### config.mk
export PLATFORM = sky130hd
export DESIGN_NAME = cbr_regfile
export DESIGN_NICKNAME = d
export VERILOG_FILES = /design/src/cbr_pkg.sv /design/src/cbr_regfile.sv
export SDC_FILE = /design/constraint.sdc
export NUM_CORES = 1
export LEC_CHECK = 0
export ABC_AREA = 1
export BUFFER_PORTS_ARGS = -buffer_cell sky130_fd_sc_hd__buf_2
export CORE_UTILIZATION = 30
export DETAILED_ROUTE_END_ITERATION = 8
export PLACE_DENSITY = 0.43
export SYNTH_ARGS = -nofsm -noshare
export SYNTH_HDL_FRONTEND = slang
export SYNTH_SLANG_ARGS = --single-unit
### constraint.sdc
create_clock -name clk_sys_in -period 5 [get_ports clk_sys_in]
set_input_delay 0.5 -clock clk_sys_in [delete_from_list [all_inputs] [get_ports clk_sys_in]]
set_output_delay 0.5 -clock clk_sys_in [all_outputs]
set_load 0.1 [all_outputs]
### src/cbr_pkg.sv
// Constants, register indices and state layout for the banked CPU register file
package cbr_pkg;

  // ---------------------------------------------------------------
  // Widths
  // ---------------------------------------------------------------
  localparam int unsigned ADDR_W  = 5;
  localparam int unsigned WORD_W  = 16;
  localparam int unsigned WIDE_W  = 20;
  localparam int unsigned BUS_W   = 32;
  localparam int unsigned NUM_DATA = 4;
  localparam int unsigned NUM_ADDR = 2;
  localparam int unsigned NUM_BANK = 2;
  localparam int unsigned NUM_ARCH = 13;

  // ---------------------------------------------------------------
  // Register indices on the register port
  // ---------------------------------------------------------------
  localparam logic [4:0] IDX_DATA_REG_0      = 5'h00;
  localparam logic [4:0] IDX_DATA_REG_1      = 5'h01;
  localparam logic [4:0] IDX_DATA_REG_2      = 5'h02;
  localparam logic [4:0] IDX_DATA_REG_3      = 5'h03;
  localparam logic [4:0] IDX_ADDR_REG_0      = 5'h04;
  localparam logic [4:0] IDX_ADDR_REG_1      = 5'h05;
  localparam logic [4:0] IDX_FRAME_BASE      = 5'h06;
  localparam logic [4:0] IDX_VECTOR_BASE     = 5'h07;
  localparam logic [4:0] IDX_PROGRAM_COUNTER = 5'h08;
  localparam logic [4:0] IDX_USER_SP         = 5'h09;
  localparam logic [4:0] IDX_INTERRUPT_SP    = 5'h0a;
  localparam logic [4:0] IDX_STATIC_BASE     = 5'h0b;
  localparam logic [4:0] IDX_CPU_FLAGS       = 5'h0c;
  localparam logic [4:0] IDX_ACTIVE_SP       = 5'h0d;
  localparam logic [4:0] IDX_DATA_0_HIGH     = 5'h10;
  localparam logic [4:0] IDX_DATA_0_LOW      = 5'h11;
  localparam logic [4:0] IDX_DATA_1_HIGH     = 5'h12;
  localparam logic [4:0] IDX_DATA_1_LOW      = 5'h13;
  localparam logic [4:0] IDX_DATA_PAIR_LOW   = 5'h14;
  localparam logic [4:0] IDX_DATA_PAIR_HIGH  = 5'h15;
  localparam logic [4:0] IDX_ADDR_PAIR       = 5'h16;

  // ---------------------------------------------------------------
  // Flag bits held here
  // ---------------------------------------------------------------
  localparam int unsigned FLG_BANK_BIT  = 4;
  localparam int unsigned FLG_STACK_BIT = 7;

  // ---------------------------------------------------------------
  // Reset values
  // ---------------------------------------------------------------
  localparam logic [15:0] RST_WORD  = 16'h0000;
  localparam logic [19:0] RST_WIDE  = 20'h0_0000;
  localparam logic [31:0] RST_BUS   = 32'h0000_0000;
  localparam logic        RST_BANK  = 1'b0;
  localparam logic        RST_STACK = 1'b0;

  // ---------------------------------------------------------------
  // Whole state of the register file
  // ---------------------------------------------------------------
  typedef struct packed {
    logic [1:0][3:0][15:0] data;
    logic [1:0][1:0][15:0] addr;
    logic [1:0][15:0]      fb;
    logic [19:0]           vtb;
    logic [19:0]           pc;
    logic [15:0]           user_stack_pointer;
    logic [15:0]           interrupt_stack_pointer;
    logic [15:0]           sb;
    logic                  bank;
    logic                  stk_sel;
    logic [31:0]           rdata;
    logic [15:0]           act_sp;
    logic [15:0]           cur_fb;
    logic [31:0]           cur_apair;
  } cbr_state_t;

endpackage

### src/cbr_regfile.sv
// Banked CPU register file: data, address, frame, vector, PC, stack and static base
`timescale 1ns/1ps
`default_nettype none

// How it works
// - Thirteen architectural registers are visible to one program context.
// - Data, address and frame base registers form a bank, held twice.
// - Four 16-bit data registers, readable and writable as operands.
// - Data registers zero and one split into independent high and low bytes.
// - Data two over zero, three over one form 32-bit pairs.
// - Two 16-bit address registers, driven out as addressing bases and operands.
// - Address register one over zero forms a 32-bit address pair.
// - A 16-bit frame base supplies frame-relative addressing.
// - A 20-bit vector table base holds the interrupt table start.
// - A 20-bit program counter holds the next instruction address.
// - Separate 16-bit user and interrupt stack pointers.
// - The stack-select flag picks the active stack pointer.
// - A 16-bit static base supplies static-base-relative addressing.
// - Device reset puts every register into its reset state.
// - Bank flag 0 routes banked accesses to bank zero, 1 to bank one.
module cbr_regfile
  import cbr_pkg::*;
(
  input  wire logic        clk_sys_in,
  input  wire logic        rst_in,
  input  wire logic [4:0]  reg_addr_in,
  input  wire logic [31:0] reg_wdata_in,
  input  wire logic        reg_wr_in,
  input  wire logic        reg_rd_in,
  input  wire logic        pc_step_in,
  input  wire logic [2:0]  pc_inc_in,
  input  wire logic        sp_adj_in,
  input  wire logic [15:0] sp_delta_in,
  output logic      [31:0] reg_rdata_out,
  output logic             bank_sel_out,
  output logic             stack_sel_out,
  output logic      [19:0] program_counter_out,
  output logic      [19:0] vector_table_base_out,
  output logic      [15:0] active_sp_out,
  output logic      [15:0] frame_base_out,
  output logic      [15:0] static_base_out,
  output logic      [31:0] addr_pair_out
);

  // ---------------------------------------------------------------
  // State
  // ---------------------------------------------------------------
  cbr_state_t st_q;
  cbr_state_t st_d;

  // ---------------------------------------------------------------
  // Helpers
  // ---------------------------------------------------------------
  // Replace one byte of a word, keeping the other half intact
  function automatic logic [15:0] put_byte(
    input logic [15:0] word,
    input logic        high,
    input logic [7:0]  val
  );
    logic [15:0] res;
    res = word;
    if (high) begin
      res[15:8] = val;
    end else begin
      res[7:0] = val;
    end
    return res;
  endfunction

  // Pick the stack pointer the flag names
  function automatic logic [15:0] pick_sp(
    input logic        sel,
    input logic [15:0] user_stack_pointer,
    input logic [15:0] interrupt_stack_pointer
  );
    return sel ? user_stack_pointer : interrupt_stack_pointer;
  endfunction

  // Read view of every index, banked ones through the current bank
  function automatic logic [31:0] read_reg(
    input cbr_state_t  s,
    input logic [4:0]  idx
  );
    logic [31:0] res;
    logic        b;
    res = RST_BUS;
    b   = s.bank;
    case (idx)
      IDX_DATA_REG_0: begin
        res[15:0] = s.data[b][0];
      end
      IDX_DATA_REG_1: begin
        res[15:0] = s.data[b][1];
      end
      IDX_DATA_REG_2: begin
        res[15:0] = s.data[b][2];
      end
      IDX_DATA_REG_3: begin
        res[15:0] = s.data[b][3];
      end
      IDX_ADDR_REG_0: begin
        res[15:0] = s.addr[b][0];
      end
      IDX_ADDR_REG_1: begin
        res[15:0] = s.addr[b][1];
      end
      IDX_FRAME_BASE: begin
        res[15:0] = s.fb[b];
      end
      IDX_VECTOR_BASE: begin
        res[19:0] = s.vtb;
      end
      IDX_PROGRAM_COUNTER: begin
        res[19:0] = s.pc;
      end
      IDX_USER_SP: begin
        res[15:0] = s.user_stack_pointer;
      end
      IDX_INTERRUPT_SP: begin
        res[15:0] = s.interrupt_stack_pointer;
      end
      IDX_STATIC_BASE: begin
        res[15:0] = s.sb;
      end
      IDX_CPU_FLAGS: begin
        res[FLG_BANK_BIT]  = s.bank;
        res[FLG_STACK_BIT] = s.stk_sel;
      end
      IDX_ACTIVE_SP: begin
        res[15:0] = pick_sp(s.stk_sel, s.user_stack_pointer, s.interrupt_stack_pointer);
      end
      IDX_DATA_0_HIGH: begin
        res[7:0] = s.data[b][0][15:8];
      end
      IDX_DATA_0_LOW: begin
        res[7:0] = s.data[b][0][7:0];
      end
      IDX_DATA_1_HIGH: begin
        res[7:0] = s.data[b][1][15:8];
      end
      IDX_DATA_1_LOW: begin
        res[7:0] = s.data[b][1][7:0];
      end
      IDX_DATA_PAIR_LOW: begin
        res = {s.data[b][2], s.data[b][0]};
      end
      IDX_DATA_PAIR_HIGH: begin
        res = {s.data[b][3], s.data[b][1]};
      end
      IDX_ADDR_PAIR: begin
        res = {s.addr[b][1], s.addr[b][0]};
      end
      default: begin
        res = RST_BUS;
      end
    endcase
    return res;
  endfunction

  // ---------------------------------------------------------------
  // Next state
  // ---------------------------------------------------------------
  always_comb begin
    logic        b;
    logic [15:0] w16;
    logic [7:0]  w8;
    b   = st_q.bank;
    w16 = reg_wdata_in[15:0];
    w8  = reg_wdata_in[7:0];
    st_d = st_q;
    // Read data stand only in the cycle after the strobe
    st_d.rdata = RST_BUS;
    if (reg_rd_in) begin
      st_d.rdata = read_reg(st_q, reg_addr_in);
    end
    // Sequencing updates; a register write in the same cycle wins
    if (pc_step_in) begin
      st_d.pc = st_q.pc + {17'h0_0000, pc_inc_in};
    end
    if (sp_adj_in) begin
      if (st_q.stk_sel) begin
        st_d.user_stack_pointer = st_q.user_stack_pointer + sp_delta_in;
      end else begin
        st_d.interrupt_stack_pointer = st_q.interrupt_stack_pointer + sp_delta_in;
      end
    end
    // Only the selected bank is written; the other holds
    if (reg_wr_in) begin
      case (reg_addr_in)
        IDX_DATA_REG_0: begin
          st_d.data[b][0] = w16;
        end
        IDX_DATA_REG_1: begin
          st_d.data[b][1] = w16;
        end
        IDX_DATA_REG_2: begin
          st_d.data[b][2] = w16;
        end
        IDX_DATA_REG_3: begin
          st_d.data[b][3] = w16;
        end
        IDX_ADDR_REG_0: begin
          st_d.addr[b][0] = w16;
        end
        IDX_ADDR_REG_1: begin
          st_d.addr[b][1] = w16;
        end
        IDX_FRAME_BASE: begin
          st_d.fb[b] = w16;
        end
        IDX_VECTOR_BASE: begin
          st_d.vtb = reg_wdata_in[19:0];
        end
        IDX_PROGRAM_COUNTER: begin
          st_d.pc = reg_wdata_in[19:0];
        end
        IDX_USER_SP: begin
          st_d.user_stack_pointer = w16;
        end
        IDX_INTERRUPT_SP: begin
          st_d.interrupt_stack_pointer = w16;
        end
        IDX_STATIC_BASE: begin
          st_d.sb = w16;
        end
        IDX_CPU_FLAGS: begin
          // Bank change seen by the next access, not this one
          st_d.bank    = reg_wdata_in[FLG_BANK_BIT];
          st_d.stk_sel = reg_wdata_in[FLG_STACK_BIT];
        end
        IDX_ACTIVE_SP: begin
          if (st_q.stk_sel) begin
            st_d.user_stack_pointer = w16;
          end else begin
            st_d.interrupt_stack_pointer = w16;
          end
        end
        IDX_DATA_0_HIGH: begin
          st_d.data[b][0] = put_byte(st_q.data[b][0], 1'b1, w8);
        end
        IDX_DATA_0_LOW: begin
          st_d.data[b][0] = put_byte(st_q.data[b][0], 1'b0, w8);
        end
        IDX_DATA_1_HIGH: begin
          st_d.data[b][1] = put_byte(st_q.data[b][1], 1'b1, w8);
        end
        IDX_DATA_1_LOW: begin
          st_d.data[b][1] = put_byte(st_q.data[b][1], 1'b0, w8);
        end
        IDX_DATA_PAIR_LOW: begin
          st_d.data[b][2] = reg_wdata_in[31:16];
          st_d.data[b][0] = w16;
        end
        IDX_DATA_PAIR_HIGH: begin
          st_d.data[b][3] = reg_wdata_in[31:16];
          st_d.data[b][1] = w16;
        end
        IDX_ADDR_PAIR: begin
          st_d.addr[b][1] = reg_wdata_in[31:16];
          st_d.addr[b][0] = w16;
        end
        default: begin
          // Unmapped index: write dropped
          st_d.bank = st_q.bank;
        end
      endcase
    end
    // Registered views so every output leaves a flip-flop
    st_d.act_sp    = pick_sp(st_d.stk_sel, st_d.user_stack_pointer, st_d.interrupt_stack_pointer);
    st_d.cur_fb    = st_d.fb[st_d.bank];
    st_d.cur_apair = {st_d.addr[st_d.bank][1], st_d.addr[st_d.bank][0]};
  end

  // ---------------------------------------------------------------
  // Registers
  // ---------------------------------------------------------------
  always_ff @(posedge clk_sys_in) begin
    if (rst_in) begin
      st_q.data      <= '0;
      st_q.addr      <= '0;
      st_q.fb        <= '0;
      st_q.vtb       <= RST_WIDE;
      st_q.pc        <= RST_WIDE;
      st_q.user_stack_pointer       <= RST_WORD;
      st_q.interrupt_stack_pointer       <= RST_WORD;
      st_q.sb        <= RST_WORD;
      st_q.bank      <= RST_BANK;
      st_q.stk_sel   <= RST_STACK;
      st_q.rdata     <= RST_BUS;
      st_q.act_sp    <= RST_WORD;
      st_q.cur_fb    <= RST_WORD;
      st_q.cur_apair <= RST_BUS;
    end else begin
      st_q <= st_d;
    end
  end

  // ---------------------------------------------------------------
  // Outputs
  // ---------------------------------------------------------------
  assign reg_rdata_out         = st_q.rdata;
  assign bank_sel_out          = st_q.bank;
  assign stack_sel_out         = st_q.stk_sel;
  assign program_counter_out   = st_q.pc;
  assign vector_table_base_out = st_q.vtb;
  assign active_sp_out         = st_q.act_sp;
  assign frame_base_out        = st_q.cur_fb;
  assign static_base_out       = st_q.sb;
  assign addr_pair_out         = st_q.cur_apair;

endmodule // cbr_regfile

`default_nettype wire

Yosys cells after proc, flatten, opt, wreduce, memory -nomap -nowiden
Index checks and enable logic that the tools add are counted.

cells by class
  $add $sub $neg = 3
  $lt $le $gt $ge = 3
  equality and inequality tests = 20
  mux-type cells = 79
  bitwise gates (word level) = 1
  reductions and logical operators = 12

operators by type and width
  cell                count
  $bwmux 128          12
  $pmux 128 s10       1
  $bwmux 64           4
  $demux 64 s1        4
  $mux 32             8
  $mux 16             14
  $mux 64             3
  $pmux 64 s3         1
  $mux 186            1
  $pmux 8 s13         1
  $mux 8              12
  $demux 32 s1        2
  $pmux 16 s2         2
  $mux 20             3
  $pmux 4 s15         1
  $mux 48             1
  $pmux 12 s3         1
  $eq 5x5->1 const B  7
  $add 16x16->16      2
  $bwmux 32           1
  $pmux 1 s16         2
  $eq 5x4->1 const B  6
  $pmux 2 s15         1
  $add 20x3->20       1
  15 further kinds    27

word-level totals
  register bits after elaboration = 410
  output and inout port bits = 154

Logic depth before layout (Yosys ltp)
  depth in word-level cells = 10
  depth in mapped cells = 15
  mapped depth without buffers = 14

Least setup slack after synthesis
No wires, ideal clock.

  path kind = flip-flop to flip-flop
  start point = register st_q (netlist bit bank_sel_out)
  end point = register st_q (netlist bit reg_rdata_out[7])
  data arrival time = 2.493 ns
  required time = 4.890 ns
  path slack = 2.397 ns
  stages on the path, launching flop included = 10
  path buffers = 3
  cell sequence = dfxtp_1 -> buf_2 -> buf_2 -> buf_1 -> mux2i_1 -> o22ai_1 -> nor4_1 -> nand3_1 -> nand2_1 -> inv_1

between the ends
  word-level cells in the longest chain between the ends = 3
  elaborated cells on any way between the ends = 7

ends and longest elaborated chain
  what                                                                 line                                    text
  start: declaration                                                   cbr_regfile.sv:48                       cbr_state_t st_q;
  start signal: assignment                                             cbr_regfile.sv:294                      st_q <= st_d;
  $mux 32 (implied by the code) (tied with other cells) (2 in series)  cbr_regfile.sv:102, cbr_regfile.sv:151
  $pmux 1 s16 (*)                                                      cbr_regfile.sv:88                       case (idx)

Mark *: on every way between the ends. The rest lies on a longest branch, timed or not. The select of a mux whose other input is x is not followed.
A chain may end at the register's enable or synchronous reset.

Final worst setup path
  start point = register st_q (netlist bit bank_sel_out)
  end point = register st_q (netlist bit reg_rdata_out[6])

between the ends
  word-level cells in the longest chain between the ends = 3
  elaborated cells on any way between the ends = 7

ends and longest elaborated chain
  what                                                                 line
  $mux 32 (implied by the code) (tied with other cells) (2 in series)  cbr_regfile.sv:102, cbr_regfile.sv:151
  $pmux 2 s15 (*)                                                      cbr_regfile.sv:88

Marks and branches as above.

==> impl_metrics.tcl <==
set metrics [dict create \
    yosysWarnings 0 \
    seq_area_um2 8210 \
    grt_busiest_layer "met2" \
    grt_overflow_total 0 \
    grt_setup_unrepaired "false" \
    critPathKind "flip-flop to flip-flop" \
    min_to "st_q[203]" \
    grt_pass1_wl_mm 166 \
    path_clk_slew_ns 0.06 \
    cp.required_ns 5.49 \
    dp_hpwl_mm 86.5 \
    grt_max_degree 87 \
    hold_depth 2 \
    start_util 0.303 \
    relSlewSlack 0.0829 \
    grtUsageMet1 0.375 \
    switchingPower_uw 2550 \
    area_delta_synth_final_pct 10.4 \
    place_ws_ns 1.68 \
    grt_use_total 0.290 \
    cap_violations 0 \
    firstDrtPassIters 5 \
    finish.net_count 3479 \
    seqPwrFrac 0.408 \
    htree_levels 2 \
    r2r_cells 9 \
    layout-drive-gt1-share 0.117 \
    drt_wl_total_mm 118 \
    worst_pin_slew_ns 1.36 \
    clkPwrFrac 0.457 \
    detail_route.wl_per_cell_um 26.4 \
    cts_setup_buffers 0 \
    finalHoldViolations 0 \
    reg2reg_slack_ns 1.92 \
    leakage_uw 0.0109 \
    port_buffers 215 \
    multiInputGateArea_um2 11600 \
    avgViaCountPerCell 5.40 \
    endpoint_kind "flip-flop" \
    syn_avg_cell_area_um2 6.85 \
    coreArea_um2 77500 \
    final_cell_count_no_fill 4459 \
    insertion_delay_ns 0.65 \
    ant_nets 0 \
    synth-edff-count 0 \
    setup_ws_ns 1.92 \
    yosys_most_used_dff "dfxtp_1" \
    skew_ns 0.0597 \
    status "completed" \
    power_density_nw_per_um2 320 \
    antenna_cells 0 \
    syn-cell-area_um2 23500 \
    post-route-period-util 0.615 \
    first_iter_violations 2931 \
    vdd_drop_max_mv 0.257 \
    cts-root-buf "clkbuf_16" \
    crit_fanout 60 \
    die_h_um 282 \
    comb_power_share 0.135 \
    layout_commonest_cell "nand2_1" \
    place_inst 4368 \
    netlist_instances 3426 \
    max_freq_mhz 325 \
    grt_util_met3 0.0489 \
    period_needed_ns 3.08 \
    setup_tns_ns 0 \
    dieArea_um2 79400 \
    yosys.cell_types.count 58 \
    cts.path.max_buffers 3 \
    setup_viol 0 \
    cts_buffers 51 \
    r2r_start "bank_sel_out" \
    cts_sinks 410 \
    rr_endpoint "reg_rdata_out[6]" \
    grt_pass1_vias 22400 \
    yosysSeqAreaShare 0.350 \
    holdBufCountCts 0 \
    num_vias 24100 \
    num_io_pins 216 \
    grtUsageMet2 0.465 \
    rows 102 \
    synthesis.nets 3524 \
    startpoint_type "flip-flop" \
    internal-power_uw 5750 \
    power.share.switching 0.307 \
    fill_cells 8585 \
    place_congestion 0.983 \
    hold_start "rst_in" \
    synth_seq_cells 410 \
    hold_class "input port to flip-flop" \
    cts_resized 0 \
    cts_tree "built" \
    postSynth.asyncResetShare 0 \
    cp-startpoint "bank_sel_out" \
    layout_common_cells "nand2_1 (654), dfxtp_1 (409), inv_1 (403), a21oi_1 (320), nor2_1 (271)" \
    slew_viol_final 0 \
    drc 0 \
    antenna_found_initial 8 \
    arrival_ns 3.57 \
    die_width_um 282 \
]
==> metal layers <==
layer / up-vias / wire length [um]
li1: 11300 / -
met1: 11500 / 49300
met2: 1071 / 53300
met3: 229 / 8620
met4: 8 / 6530
met5: - / 50
==> synthesized netlist by cell type (all sizes together) (2+ instances only) <==
| library cell | number | area share |
|---|---|---|
| a22o | 10 | 0.0037 |
| fa | 3 | 0.0026 |
| o211ai | 116 | 0.037 |
| o22a | 32 | 0.012 |
| dfxtp | 410 | 0.35 |
| ha | 33 | 0.018 |
| nor2 | 285 | 0.048 |
| a21o | 3 | 0.00096 |
| inv | 421 | 0.067 |
| buf | 221 | 0.065 |
| nand3 | 99 | 0.021 |
| mux2i | 3 | 0.0013 |
| nand2 | 662 | 0.11 |
| and2 | 2 | 0.00053 |
| o2111ai | 18 | 0.0067 |
| xor2 | 17 | 0.0063 |
| o22ai | 189 | 0.050 |
| clkinv | 6 | 0.0010 |
| clkbuf | 140 | 0.022 |
| nand4 | 15 | 0.0053 |
| o21ai | 258 | 0.055 |
| xnor2 | 8 | 0.0030 |
| nor4 | 9 | 0.0024 |
| a221oi | 8 | 0.0030 |
| a22oi | 6 | 0.0019 |
| or2 | 11 | 0.0029 |
| o221ai | 24 | 0.0090 |
| a21oi | 322 | 0.069 |
| nor3 | 31 | 0.0071 |
| a211oi | 29 | 0.0093 |
| and3 | 18 | 0.0048 |
| o21bai | 6 | 0.0019 |
| a31oi | 3 | 0.00080 |
==> worst max-delay path by stage <==
stage                       end  slack (ns)  cells past startpoint
4_1_cts        reg_rdata_out[6]        1.93                      9
3_5_place_dp          flip-flop        1.68                     12
3_3_place_gp   reg_rdata_out[4]        1.73                     10
2_1_floorplan  reg_rdata_out[7]        2.40                      9
6_report       reg_rdata_out[6]        1.92                      9
5_1_grt        active_sp_out[0]        1.70                      7
==> worst max-delay path: stages (launching register included) <==
cell and delay (ns):
dfxtp_4 0.73, inv_4 0.29, buf_12 0.29, or2_2 0.31
o211ai_1 0.18, o21ai_0 0.15, nor3_1 0.53, nand3_1 0.22
nand2_1 0.11, inv_1 0.05
==> kinds of logic after synthesis <==
logic type,after synthesis,synth area share
compound gates,1030,0.263
xor+xnor,25,0.00933
fa+ha+maj,36,0.0201
buf+inv,788,0.156
flops,410,0.350
mux,3,0.00128
simple gates,1134,0.200
==> metrics by stage <==
stage	instance area [um2]	total power, uW	utilization	hold WS (ns)
6_report	25900	8310	0.335	0.291
5_1_grt	25900	8570	0.335	0.313
4_1_cts	25900	8370	0.335	0.276
3_5_place_dp	24200	4560	0.313	0.439
3_3_place_gp	24200	4570	0.313	0.437
2_1_floorplan	23500	4230	-	0.424
==> power by group through the flow <==
| stage | logic (uW) | clock network [uW] | registers, uW |
|---|---|---|---|
| finish | 1120 | 3800 | 3390 |
| global route | 1180 | 4000 | 3390 |
| CTS | 1110 | 3870 | 3390 |
| detailed placement | 1110 | 0 | 3460 |
| global placement | 1110 | 0 | 3460 |
| floorplan | 799 | 0 | 3430 |
==> layout make-up <==
type / count / area share
clock buffers: 76 / 0.0567
clock inverters: 15 / 0.00816
inverters: 427 / 0.0621
multi-input cells: 2228 / 0.449
flip-flops and latches: 410 / 0.317
well taps: 1040 / 0.0502
repair buffers: 263 / 0.0571
(Power assumes the default switching activity.)
